File: src/rtl/csfl_pkg.sv
// Contract
// (RL1) Half carry marks carry or borrow bit3->bit4
// (RL2) Interrupts accepted only while enable flag set
// (RL3) Request level must outrank the level mask
// (RL4) Negative flag copies result most significant bit
// (RL5) Zero flag set exactly when result is zero
// (RL6) Overflow flag marks two's-complement overflow
// (RL7) Carry from bit 7; shifts load shifted-out bit; the code's wide add/sub take carry from bit 15
// (RL8) Status word: bank pointer high, condition code low
// (RL9) Eight-bit banked registers, eight per bank, 32 banks; the code takes the bank from all 8 bits psw[15:8], giving 256 banks
// (RL10) Accumulator 16 bits; byte ops use low byte
// (RL11) Temporary accumulator is 16-bit second operand
// (RL12) Counter, index, extra and stack pointers 16 bits
// (RL13) 64K space: I/O, data, program, vectors on top
// (RL14) Banked register address from configurable mapping
package csfl_pkg;

    // ==========================================================
    // Register map
    localparam logic [7:0] OFF_PC = 8'h00;
    localparam logic [7:0] OFF_ACC = 8'h04;
    localparam logic [7:0] OFF_TMP = 8'h08;
    localparam logic [7:0] OFF_IDX = 8'h0C;
    localparam logic [7:0] OFF_EXT = 8'h10;
    localparam logic [7:0] OFF_STK = 8'h14;
    localparam logic [7:0] OFF_PSW = 8'h18;
    localparam logic [7:0] OFF_OP = 8'h1C;
    localparam logic [7:0] OFF_STAT = 8'h20;
    localparam logic [7:0] OFF_GSEL = 8'h24;

    // ==========================================================
    // Condition code fields
    localparam int CCR_C = 0;
    localparam int CCR_V = 1;
    localparam int CCR_Z = 2;
    localparam int CCR_N = 3;
    localparam int CCR_IL = 4;
    localparam int CCR_I = 6;
    localparam int CCR_H = 7;
    localparam int OP_WIDE_BIT = 4;
    localparam logic [15:0] PSW_RESET = 16'h0030;
    localparam logic [15:0] REG16_RESET = 16'h0000;

    // ==========================================================
    // Bus answers and memory regions
    localparam logic [1:0] RESP_OKAY = 2'h0;
    localparam logic [1:0] RESP_SLVERR = 2'h2;
    localparam logic [1:0] REGION_IO = 2'h0;
    localparam logic [1:0] REGION_DATA = 2'h1;
    localparam logic [1:0] REGION_PROG = 2'h2;
    localparam logic [1:0] REGION_VEC = 2'h3;

    typedef enum logic [2:0] {
        CSFL_OP_ADD = 3'h0,
        CSFL_OP_SUB = 3'h1,
        CSFL_OP_AND = 3'h2,
        CSFL_OP_SHL = 3'h3,
        CSFL_OP_SHR = 3'h4
    } csfl_op_e;

    typedef struct packed {
        logic awvalid;
        logic [7:0] awaddr;
        logic wvalid;
        logic [31:0] wdata;
        logic [3:0] wstrb;
        logic bready;
        logic arvalid;
        logic [7:0] araddr;
        logic rready;
    } csfl_axi_req_s;

    typedef struct packed {
        logic awready;
        logic wready;
        logic bvalid;
        logic [1:0] bresp;
        logic arready;
        logic rvalid;
        logic [31:0] rdata;
        logic [1:0] rresp;
    } csfl_axi_rsp_s;

endpackage : csfl_pkg

File: src/rtl/csfl_core.sv
`timescale 1ns/1ps
module csfl_core #(
    parameter logic [15:0] GPR_BASE = 16'h0100,
    parameter logic [15:0] IO_TOP = 16'h007F,
    parameter logic [15:0] DATA_TOP = 16'h7FFF,
    parameter logic [15:0] VEC_BASE = 16'hFFC0
) (
    input wire logic clk,
    input wire logic rst_n,
    input wire csfl_pkg::csfl_axi_req_s axi_req,
    output csfl_pkg::csfl_axi_rsp_s axi_rsp,
    input wire logic irq_req,
    input wire logic [1:0] irq_level,
    output logic irq_accept,
    output logic [15:0] psw,
    output logic [15:0] gpr_addr,
    output logic [1:0] pc_region
);

    // ==========================================================
    // State
    csfl_pkg::csfl_axi_rsp_s rsp_q, rsp_d;
    logic aw_have_q, aw_have_d, w_have_q, w_have_d;
    logic [7:0] aw_addr_q, aw_addr_d;
    logic [31:0] w_data_q, w_data_d;
    logic [3:0] w_strb_q, w_strb_d;
    logic wr_fire, exec, wide;
    logic [15:0] pc_q, acc_q, tmp_q, idx_q, ext_q, stk_q, psw_q;
    logic [15:0] acc_d;
    logic [7:0] ccr_d;
    logic [2:0] gsel_q;
    logic [15:0] gpr_addr_q;
    logic [1:0] pc_region_q;
    logic irq_accept_q;
    csfl_pkg::csfl_op_e op;

    function automatic logic [15:0] merge16(input logic [15:0] old, input logic [31:0] d,
                                            input logic [3:0] strb);
        merge16 = {strb[1] ? d[15:8] : old[15:8], strb[0] ? d[7:0] : old[7:0]};
    endfunction : merge16

    function automatic logic [1:0] region_of(input logic [15:0] a);
        if (a <= IO_TOP) begin
            region_of = csfl_pkg::REGION_IO;
        end else if (a <= DATA_TOP) begin
            region_of = csfl_pkg::REGION_DATA;
        end else if (a >= VEC_BASE) begin
            region_of = csfl_pkg::REGION_VEC;
        end else begin
            region_of = csfl_pkg::REGION_PROG;
        end
    endfunction : region_of

    function automatic logic [33:0] read_reg(input logic [7:0] a, input logic [15:0] pc,
                                             input logic [15:0] ac, input logic [15:0] tm,
                                             input logic [15:0] ix, input logic [15:0] ep,
                                             input logic [15:0] sp, input logic [15:0] ps,
                                             input logic [7:0] st, input logic [15:0] ga);
        read_reg = {csfl_pkg::RESP_OKAY, 32'h0000_0000};
        unique case (a)
            csfl_pkg::OFF_PC: read_reg[15:0] = pc;
            csfl_pkg::OFF_ACC: read_reg[15:0] = ac;
            csfl_pkg::OFF_TMP: read_reg[15:0] = tm;
            csfl_pkg::OFF_IDX: read_reg[15:0] = ix;
            csfl_pkg::OFF_EXT: read_reg[15:0] = ep;
            csfl_pkg::OFF_STK: read_reg[15:0] = sp;
            csfl_pkg::OFF_PSW: read_reg[15:0] = ps;
            csfl_pkg::OFF_OP: read_reg[15:0] = 16'h0000;
            csfl_pkg::OFF_STAT: read_reg[7:0] = st;
            csfl_pkg::OFF_GSEL: read_reg[15:0] = ga;
            default: read_reg[33:32] = csfl_pkg::RESP_SLVERR;
        endcase
    endfunction : read_reg

    // ==========================================================
    // AXI4-Lite slave
    always_comb begin
        aw_have_d = aw_have_q;
        aw_addr_d = aw_addr_q;
        w_have_d = w_have_q;
        w_data_d = w_data_q;
        w_strb_d = w_strb_q;
        rsp_d = rsp_q;
        if (axi_req.awvalid && rsp_q.awready) begin
            aw_have_d = 1'b1;
            aw_addr_d = axi_req.awaddr;
        end
        if (axi_req.wvalid && rsp_q.wready) begin
            w_have_d = 1'b1;
            w_data_d = axi_req.wdata;
            w_strb_d = axi_req.wstrb;
        end
        if (rsp_q.bvalid && axi_req.bready) begin
            rsp_d.bvalid = 1'b0;
        end
        wr_fire = aw_have_d && w_have_d && !rsp_q.bvalid;
        if (wr_fire) begin
            aw_have_d = 1'b0;
            w_have_d = 1'b0;
            rsp_d.bvalid = 1'b1;
            rsp_d.bresp = (aw_addr_d > csfl_pkg::OFF_GSEL || aw_addr_d[1:0] != 2'h0) ?
                          csfl_pkg::RESP_SLVERR : csfl_pkg::RESP_OKAY;
        end
        rsp_d.awready = !aw_have_d && !rsp_d.bvalid;
        rsp_d.wready = !w_have_d && !rsp_d.bvalid;
        if (rsp_q.rvalid && axi_req.rready) begin
            rsp_d.rvalid = 1'b0;
        end
        if (axi_req.arvalid && rsp_q.arready) begin
            rsp_d.rvalid = 1'b1;
            {rsp_d.rresp, rsp_d.rdata} = read_reg(axi_req.araddr, pc_q, acc_q, tmp_q,
                                                  idx_q, ext_q, stk_q, psw_q,
                                                  {3'h0, irq_accept_q, 2'h0, pc_region_q},
                                                  gpr_addr_q);
        end
        rsp_d.arready = !rsp_d.rvalid;
    end

    always_ff @(posedge clk) begin
        if (!rst_n) begin
            rsp_q <= '0;
            aw_have_q <= 1'b0;
            w_have_q <= 1'b0;
            aw_addr_q <= 8'h00;
            w_data_q <= 32'h0000_0000;
            w_strb_q <= 4'h0;
        end else begin
            rsp_q <= rsp_d;
            aw_have_q <= aw_have_d;
            w_have_q <= w_have_d;
            aw_addr_q <= aw_addr_d;
            w_data_q <= w_data_d;
            w_strb_q <= w_strb_d;
        end
    end

    // ==========================================================
    // Arithmetic and flag update
    assign exec = wr_fire && aw_addr_d == csfl_pkg::OFF_OP && w_strb_d[0];
    assign op = csfl_pkg::csfl_op_e'(w_data_d[2:0]);
    assign wide = w_data_d[csfl_pkg::OP_WIDE_BIT];

    always_comb begin
        logic [15:0] a, t, r;
        logic [16:0] s;
        logic am, tm, rm;
        a = wide ? acc_q : {8'h00, acc_q[7:0]}; // RL10
        t = wide ? tmp_q : {8'h00, tmp_q[7:0]}; // RL11
        s = 17'h0_0000;
        r = a;
        ccr_d = psw_q[7:0];
        am = wide ? a[15] : a[7];
        tm = wide ? t[15] : t[7];
        rm = 1'b0;
        unique case (op)
            csfl_pkg::CSFL_OP_ADD, csfl_pkg::CSFL_OP_SUB: begin
                s = (op == csfl_pkg::CSFL_OP_ADD) ? {1'b0, a} + {1'b0, t} : {1'b0, a} - {1'b0, t};
                r = s[15:0];
                rm = wide ? r[15] : r[7];
                ccr_d[csfl_pkg::CCR_H] = a[4] ^ t[4] ^ s[4]; // RL1
                ccr_d[csfl_pkg::CCR_C] = wide ? s[16] : a[8] ^ t[8] ^ s[8]; // RL7
                ccr_d[csfl_pkg::CCR_V] = (op == csfl_pkg::CSFL_OP_ADD) ? // RL6
                    (am == tm) && (rm != am) : (am != tm) && (rm != am);
            end
            csfl_pkg::CSFL_OP_AND: r = a & t;
            csfl_pkg::CSFL_OP_SHL: begin
                r = {a[14:0], 1'b0};
                ccr_d[csfl_pkg::CCR_C] = am; // RL7
            end
            csfl_pkg::CSFL_OP_SHR: begin
                r = {1'b0, a[15:1]};
                ccr_d[csfl_pkg::CCR_C] = a[0]; // RL7
            end
            default: r = a;
        endcase
        ccr_d[csfl_pkg::CCR_N] = wide ? r[15] : r[7]; // RL4
        ccr_d[csfl_pkg::CCR_Z] = wide ? (r == 16'h0000) : (r[7:0] == 8'h00); // RL5
        acc_d = wide ? r : {acc_q[15:8], r[7:0]}; // RL10
    end

    // ==========================================================
    // Dedicated registers
    always_ff @(posedge clk) begin
        if (!rst_n) begin
            pc_q <= csfl_pkg::REG16_RESET;
            acc_q <= csfl_pkg::REG16_RESET;
            tmp_q <= csfl_pkg::REG16_RESET;
            idx_q <= csfl_pkg::REG16_RESET;
            ext_q <= csfl_pkg::REG16_RESET;
            stk_q <= csfl_pkg::REG16_RESET;
            psw_q <= csfl_pkg::PSW_RESET; // RL2
            gsel_q <= 3'h0;
        end else if (exec && op <= csfl_pkg::CSFL_OP_SHR) begin
            acc_q <= acc_d;
            psw_q[7:0] <= ccr_d;
        end else if (wr_fire) begin
            unique case (aw_addr_d)
                csfl_pkg::OFF_PC: pc_q <= merge16(pc_q, w_data_d, w_strb_d); // RL12
                csfl_pkg::OFF_ACC: acc_q <= merge16(acc_q, w_data_d, w_strb_d);
                csfl_pkg::OFF_TMP: tmp_q <= merge16(tmp_q, w_data_d, w_strb_d);
                csfl_pkg::OFF_IDX: idx_q <= merge16(idx_q, w_data_d, w_strb_d);
                csfl_pkg::OFF_EXT: ext_q <= merge16(ext_q, w_data_d, w_strb_d);
                csfl_pkg::OFF_STK: stk_q <= merge16(stk_q, w_data_d, w_strb_d);
                csfl_pkg::OFF_PSW: psw_q <= merge16(psw_q, w_data_d, w_strb_d); // RL8
                csfl_pkg::OFF_GSEL: gsel_q <= w_strb_d[0] ? w_data_d[2:0] : gsel_q;
                default: gsel_q <= gsel_q;
            endcase
        end
    end

    // ==========================================================
    // Bank address, memory region and interrupt gate
    always_ff @(posedge clk) begin
        if (!rst_n) begin
            gpr_addr_q <= GPR_BASE;
            pc_region_q <= csfl_pkg::REGION_IO;
        end else begin
            gpr_addr_q <= GPR_BASE + {5'h00, psw_q[15:8], gsel_q}; // RL9 RL14
            pc_region_q <= region_of(pc_q); // RL13
        end
    end

    always_ff @(posedge clk) begin
        if (!rst_n) begin
            irq_accept_q <= 1'b0;
        end else begin
            irq_accept_q <= irq_req && psw_q[csfl_pkg::CCR_I] && // RL2
                            (irq_level < psw_q[csfl_pkg::CCR_IL +: 2]); // RL3
        end
    end

    assign axi_rsp = rsp_q;
    assign irq_accept = irq_accept_q;
    assign psw = psw_q;
    assign gpr_addr = gpr_addr_q;
    assign pc_region = pc_region_q;
endmodule : csfl_core

File: config.mk
export PLATFORM = sky130hd
export DESIGN_NAME = csfl_core
export DESIGN_NICKNAME = d
export VERILOG_FILES = /design/src/rtl/csfl_pkg.sv /design/src/rtl/csfl_core.sv
export SDC_FILE = /design/constraint.sdc
export NUM_CORES = 1
export LEC_CHECK = 0
export ABC_AREA = 1
export CAP_MARGIN = 0
export CORE_ASPECT_RATIO = 1.2
export CORE_UTILIZATION = 50
export CTS_BUF_LIST = sky130_fd_sc_hd__clkbuf_2
export DETAILED_ROUTE_END_ITERATION = 10
export DONT_BUFFER_PORTS = 1
export GPL_TIMING_DRIVEN = 0
export SYNTH_ARGS = -nofsm -noshare
export SYNTH_HDL_FRONTEND = slang
export SYNTH_SLANG_ARGS = --single-unit
File: constraint.sdc
create_clock -name clk -period 4 [get_ports clk]
set_input_delay 0.8 -clock clk [delete_from_list [all_inputs] [get_ports clk]]
set_output_delay 0.8 -clock clk [all_outputs]
set_load 0.02 [all_outputs]
==> results of run 1 <==
==> where the power goes <==
part / switching (mW) / internal, mW
logic: 0.474 / 0.162
clock network: 0.785 / 0.224
registers: 0.0245 / 1.85
==> cell families after synthesis <==
logic type      after synthesis  synth area share (%)
xor+xnor                     22                 1.909
flops                       181                 35.91
buf+inv                     319                 13.32
simple gates                564                 23.71
fa+ha+maj                    23                 2.926
compound gates              400                 22.10
other cells                   1               0.03716
mux                           1               0.09920
==> state kept, by name, indices dropped and copies added, names as in the netlist, 3 cells and up <==
register,cells
gsel_q,3
psw,16
ext_q,16
stk_q,16
idx_q,16
aw_addr_q,8
pc_q,16
w_data_q,16
gpr_addr,12
acc_q,16
tmp_q,16
axi_rsp,23
==> per-stage QoR <==
step | std cells | TNS (ns) | setup slack (ns) | hold slack [ns]
CTS | 1825 | 0 | 0.003773 | 0.03575
global route | 1831 | -0.002680 | -0.002680 | 0.05055
global placement | 1793 | -16.83 | -1.142 | 0.4077
finish | 1831 | 0 | 0.2920 | 0.06672
floorplan | 1532 | 0 | 0.2500 | 0.4045
detailed placement | 1793 | -16.71 | -1.148 | 0.4148
==> area by class of cell <==
type | count | area share, %
tap | 261 | 2.994
buffer | 74 | 3.946
clock inverter | 15 | 1.617
inverter | 245 | 8.454
multi-input combinational | 1032 | 48.57
sequential | 181 | 33.28
antenna | 1 | 0.02294
clock buffer | 17 | 0.7800
timing repair buffer | 5 | 0.3441
==> worst max-delay path by stage <==
| stage | endpoint | depth (start not counted) | slack [ns] | start |
|---|---|---|---|---|
| 2_1_floorplan | psw[0] | 23 | 0.25 | axi_req[47] |
| 3_3_place_gp | psw[0] | 23 | -1.14 | axi_req[47] |
| 3_5_place_dp | psw[0] | 23 | -1.15 | axi_req[47] |
| 4_1_cts | psw[2] | 22 | 0.004 | axi_rsp[39] |
| 5_1_grt | psw[2] | 23 | -0.003 | axi_rsp[39] |
| 6_report | psw[2] | 23 | 0.29 | axi_rsp[39] |
==> worst reg2reg max path: stages, from the launching register on <==
cell     delay, ns
dfxtp_4       0.46
nand2_4       0.11
buf_4         0.20
o21ai_4       0.20
nor2_2        0.13
nor3_4        0.27
nand3_1       0.13
nor3_1        0.23
a21oi_1       0.09
xor2_1        0.16
ha_1          0.38
inv_1         0.09
nor3_2        0.20
and2_1        0.15
nand2_1       0.06
nand2_1       0.07
nand2_1       0.06
nand3_1       0.06
nand3_1       0.15
nor2_1        0.14
nand3_1       0.10
nand2_1       0.06
nand2_1       0.05
a21oi_1       0.11
==> timing repair <==
action | in CTS | in global routing
pin swaps | 1 | 5
gates resized for setup | 12 | 20
endpoints found under the setup margin | 20 | 12
setup buffers | 0 | 5
==> placed cells by master (no fill, tap or decap), types with 30 or more instances in the layout <==
master	count
a21oi_1	160
buf_4	37
clkbuf_1	30
dfxtp_1	178
inv_1	236
nand2_1	307
nand3_1	54
nor2_1	122
o21ai_0	141
o22ai_1	31
==> routing by layer <==
metal	GRT usage (%)	vias to the layer above	share of wire (%)
li1	-	4992	-
met1	40.91	4736	40
met2	64.05	408	50
met3	5.379	99	6.0
met4	18.22	0	4.7
met5	0	-	0
==> metrics.md, run 1 <==
| Metric | Value |
|---|---|
| Hold Crit Depth | 2 |
| Placer congestion estimate | roughly 0.97 |
| Startpoint Class | flop |
| Filler instances | around 2100 |
| Remaining DRCs | 0 |
| R2R depth | 23 |
| Syn Area/Cell | between 6 and 7 um^2 |
| Critical Path Slowest Stage Cell | dfxtp_4 |
| Grt ovf | 0 |
| TritonCTS sink count | around 180 |
| Relative slew slack | approximately 40% |
| Hold endpoint | irq_accept |
| I/O pin cnt | around 140 |
| Top cell by count, worst path | nand2_1 |
| Nets | around 1600 |
| Initial antenna violation count | 1 |
| Finished Core Util | between 50 and 60% |
| YS warnings | 0 |
| Post-synthesis sequential area ratio | 35.91% |
| CTS Buf Count | 17 |
| Skew-Pair Late Insertion Delay | around 0.83 ns |
| Final number of setup-violating endpoints | 0 |
| Worst path max stage delay | ~0.46 ns |
| Hold Crit Start | irq_req |
| Crit. End Element | flop |
| Top FF cell, synth | dfxtp_1 |
| Max VDD drop | 0.2107 mV |
| Slew Viols, Final | 0 |
| Final hold violation count | 0 |
| Worst-margin pin slew | between 0.8 and 0.9 ns |
| Post-synthesis cell type count | 50 |
| Yosys top cell by area | dfxtp_1 |
| Via-to-Cell Ratio | 5.590 |
| CP Max Fanout | 10 |
| Commonest cells in the synthesized netlist | nand2_1, inv_1, dfxtp_1 |
| Core area | 19690 um^2 |
| P per Cell Area | 322.7 nW/um^2 |
| Crit path buffers/inverters | 2 |
| Die Wd | 131.7 um |
| H-tree depth | 4 |
| Post-route cell area | 10910 um^2 |
| Hold_buf cts | 0 |
| Critical Path, Cell by Cell | nand2_4, buf_4, o21ai_4, nor2_2, nor3_4, nand3_1, nor3_1, a21oi_1, xor2_1, ha_1, inv_1, nor3_2, and2_1, nand2_1, nand2_1, nand2_1, nand3_1, nand3_1, nor2_1, nand3_1, nand2_1, nand2_1, a21oi_1 |
| Yosys top cell area share | ~36% |
| R2R Path Start | axi_rsp[39] |
| Max Clk Rate | approximately 270 MHz |
| Top post-synthesis cells by area | dfxtp_1, nand2_1, inv_1, a21oi_1, o21ai_0 |
| Via count | 10240 |
| Leakage | approximately 4.9 nW |
| Die area | 20760 um^2 |
| Root buffer cell | clkbuf_2 |
| Kind of critical path | flop to flop |
| Fin crit period | 3.708 ns |
| Critical path arrival | 4.47 ns |
| R2r setup slk | 0.29 ns |
| Area Overhead vs Synth | 8.097% |
| Family with the most delay on the worst path | simple AND/OR/NAND/NOR gates |
| Synth Register Bits | 181 |
| Critical path data required time | 4.76 ns |
| Placed standard-cell area | 10500 um^2 |
| Mapped Area | 10090 um^2 |
| Seq. cell area | 3630 um^2 |
| Async SR Flop Fraction | 0% |
| IO Port Bufs | 0 |
| Pwr Total | about 3.5 mW |
| Most frequent cell after synthesis | nand2_1 |
| Initial DRC Count | about 940 |
| CTS tree | yes |
| Max cap viols | 0 |
| Worst r2r dst | psw[2] |
| Post-synth EDFFs | 0 |
| Result of the run | finished clean |
| Die height | approximately 160 um |
| Vias in the first global route | 9510 |
| Antenna violation net count after detailed routing | 0 |
| CTS Buffer Depth | 2 |
| Worst Hold Class | input pin to flop |
| Area occupied by multi-input gates | 5298 um^2 |
| Dpl hpwl | 28.99 mm |
| Mapped Cells | roughly 1500 |
| Fin crit share | approximately 93% |
| Router iterations before antenna repair | 5 |
| First-pass GRT wire length | about 55 mm |
| Wirelength, routed | 36.84 mm |
| Starting Density | approximately half |
| Largest net degree at the start of global routing | 21 |
| CTS clk-pin slew, worst paths | 0.31 ns |
| Share of layout cells above drive strength 1 | a little under a tenth |
| Total GRT Usage | between 30% and 40% |
| Clock Skews | around 0.053 ns |
| Per-cell routed wire length | just over 20 um |
| Rows | 56 |
(Power assumes the default switching activity.)
==> run 2: changes to the inputs <==
--- a/config.mk
+++ b/config.mk
@@ -13,6 +13,7 @@
 export DETAILED_ROUTE_END_ITERATION = 10
 export DONT_BUFFER_PORTS = 1
 export GPL_TIMING_DRIVEN = 0
+export RECOVER_POWER = 25
 export SYNTH_ARGS = -nofsm -noshare
 export SYNTH_HDL_FRONTEND = slang
 export SYNTH_SLANG_ARGS = --single-unit
==> metrics.md, run 2 (synthesis gave the netlist of run 1 again) <==
| Metric | Value |
|---|---|
| R2r setup slk | 0.29 ns (about the same) |
| Antenna violation net count after detailed routing | 0 (unchanged) |
| Vias in the first global route | 9510 (unchanged) |
| Critical path data required time | 4.76 ns (about the same) |
| First-pass GRT wire length | 55.11 mm (unchanged) |
| Die height | 157.6 um (unchanged) |
| Share of layout cells above drive strength 1 | 9.178% (-0.19 points) |
| Router iterations before antenna repair | 6 (+1) |
| Pwr Total | 3.515 mW (-0.12%) |
| Max cap viols | 0 (unchanged) |
| Wirelength, routed | 36.88 mm (+0.12%) |
| Die Wd | 131.7 um (unchanged) |
| Initial DRC Count | 889 (-5.8%) |
| Rows | 56 (unchanged) |
| Area Overhead vs Synth | 7.947% |
| Starting Density | 51.25% (unchanged) |
| IO Port Bufs | 0 (unchanged) |
| H-tree depth | 4 (unchanged) |
| Die area | 20760 um^2 (unchanged) |
| Relative slew slack | 40.51% (+0.69 points) |
| Skew-Pair Late Insertion Delay | 0.82 ns (about the same) |
| Placer congestion estimate | 0.9720 (unchanged) |
| Fin crit period | 3.708 ns (+0.00005500 ns) |
| Post-route setup TNS | 0 ns (unchanged) |
| Via-to-Cell Ratio | 5.581 (-0.16%) |
| Leakage | 4.915 nW (-0.12%) |
| Commonest non-fill, non-tap cell in the layout | nand2_1 |
| TritonCTS sink count | 181 (unchanged) |
| Core area | 19690 um^2 (unchanged) |
| Remaining DRCs | 0 (unchanged) |
| Crit. End Element | flop |
| Per-cell routed wire length | 20.14 um (+0.12%) |
| Pre-CTS setup slack | -1.148 ns (unchanged) |
| Slew Viols, Final | 0 (unchanged) |
| Worst-margin pin slew | 0.8864 ns (-0.01022 ns) |
| Max VDD drop | 0.2115 mV (+0.34%) |
| Worst Hold Class | input pin to flop |
| Via count | 10220 (-0.16%) |
| Final hold violation count | 0 (unchanged) |
| Total GRT Usage | 35.53% (unchanged) |
| Area occupied by multi-input gates | 5290 um^2 (-0.14%) |
| Kind of critical path | flop to flop |
| Seq. cell area | 3630 um^2 (unchanged) |
| P per Cell Area | 322.7 nW/um^2 (about the same) |
| Initial antenna violation count | 1 (unchanged) |
| CP Max Fanout | 10 (unchanged) |
| Dpl hpwl | 28.99 mm (unchanged) |
| Most frequent cells in the layout | nand2_1, inv_1, dfxtp_1 |
| Max Clk Rate | 269.7 MHz (about the same) |
| CTS Buffer Depth | 2 (unchanged) |
| Result of the run | finished clean |
| Max FFs per register | 23 (unchanged) |
| Critical path arrival | 4.47 ns (about the same) |
| CTS clk-pin slew, worst paths | 0.31 ns (about the same) |
| Grt ovf | 0 (unchanged) |
| Setup WS post-layout | 0.2919 ns (-0.00005500 ns) |
| Hold_buf cts | 0 (unchanged) |
| Largest net degree at the start of global routing | 21 (unchanged) |
| Root buffer cell | clkbuf_2 |
| Filler instances | 2082 (unchanged) |
| CTS Buf Count | 17 (unchanged) |
| I/O pin cnt | 138 (unchanged) |
| Clock Skews | 0.05065 ns (-0.002075 ns) |
| Startpoint Class | flop |
| Nets | 1641 (unchanged) |
| CTS tree | yes |
| Fin crit share | 92.70% (about the same) |
| Final number of setup-violating endpoints | 0 (unchanged) |
[run 2: changes by cell type in the layout (fill, tap and decap cells not counted), sizes merged]
cell and change:
buf -2, clkbuf +2
[run 2: report_power, final]
part           internal (mW)  switching, mW
logic                  0.159          0.473
registers               1.85         0.0243
clock network          0.224          0.784
total                   2.23           1.28
[run 2: final timing paths]
| check | startpoint | endpoint | cells after the start |
|---|---|---|---|
| worst min register to register | gsel_q[0] | gpr_addr[0] | 2 |
| worst max-delay path | axi_rsp[39] | psw[2] | 21 |
| worst max register to register | axi_rsp[39] | psw[2] | 21 |
| worst min-delay path | irq_req | irq_accept | 2 |
[run 2: repair_timing]
action / in CTS / in global routing
pin swaps: 1 / 5
setup buffers: 0 / 5
gates resized for setup: 12 / 20
endpoints found under the setup margin: 20 / 12
[run 2: area by class of cell]
cell class / count / share of cell area, %
diodes: 1 / 0.02297
clock buffers: 17 / 0.7811
clock inverters: 15 / 1.620
inverters: 245 / 8.465
plain buffers: 74 / 3.882
flip-flops and latches: 181 / 33.32
repair buffers: 5 / 0.3446
multi-input cells: 1032 / 48.56
well taps: 261 / 2.998
[run 2: worst max-delay path: stages (launching register included)]
cell,delay [ns]
dfxtp_4,0.46
nand2_4,0.11
buf_4,0.20
o21ai_4,0.20
nor2_2,0.13
nor3_4,0.26
nand3_1,0.13
nor3_1,0.23
a21oi_1,0.08
xor2_1,0.16
ha_1,0.36
a21oi_1,0.24
nand2_1,0.08
a21oi_1,0.17
nand3_1,0.09
nand3_1,0.13
nand4_1,0.18
nor2_1,0.13
nand3_1,0.10
nand2_1,0.07
nand2_1,0.05
a21oi_1,0.11
[run 2: per-stage QoR]
| step | utilization [%] | area, um^2 | cells | hold WS (ns) |
|---|---|---|---|---|
| after global routing | 55.33 | 10890 | 1831 | 0.05055 |
| after global placement | 53.31 | 10500 | 1793 | 0.4077 |
| final | 55.33 | 10890 | 1831 | 0.07017 |
| after CTS | 54.82 | 10790 | 1825 | 0.03575 |
| after detailed placement | 53.31 | 10500 | 1793 | 0.4148 |
| after floorplan | - | 10170 | 1532 | 0.4045 |
[run 2: metal layers]
metal / global-route usage (%) / wire length (um) / up-vias / share of wire, %
met2: 64.05 / 18430 / 390 / 50
met1: 40.91 / 14510 / 4748 / 39
met3: 5.379 / 2307 / 98 / 6.3
met5: 0 / 0 / - / 0
met4: 18.22 / 1632 / 0 / 4.4
li1: - / - / 4983 / -
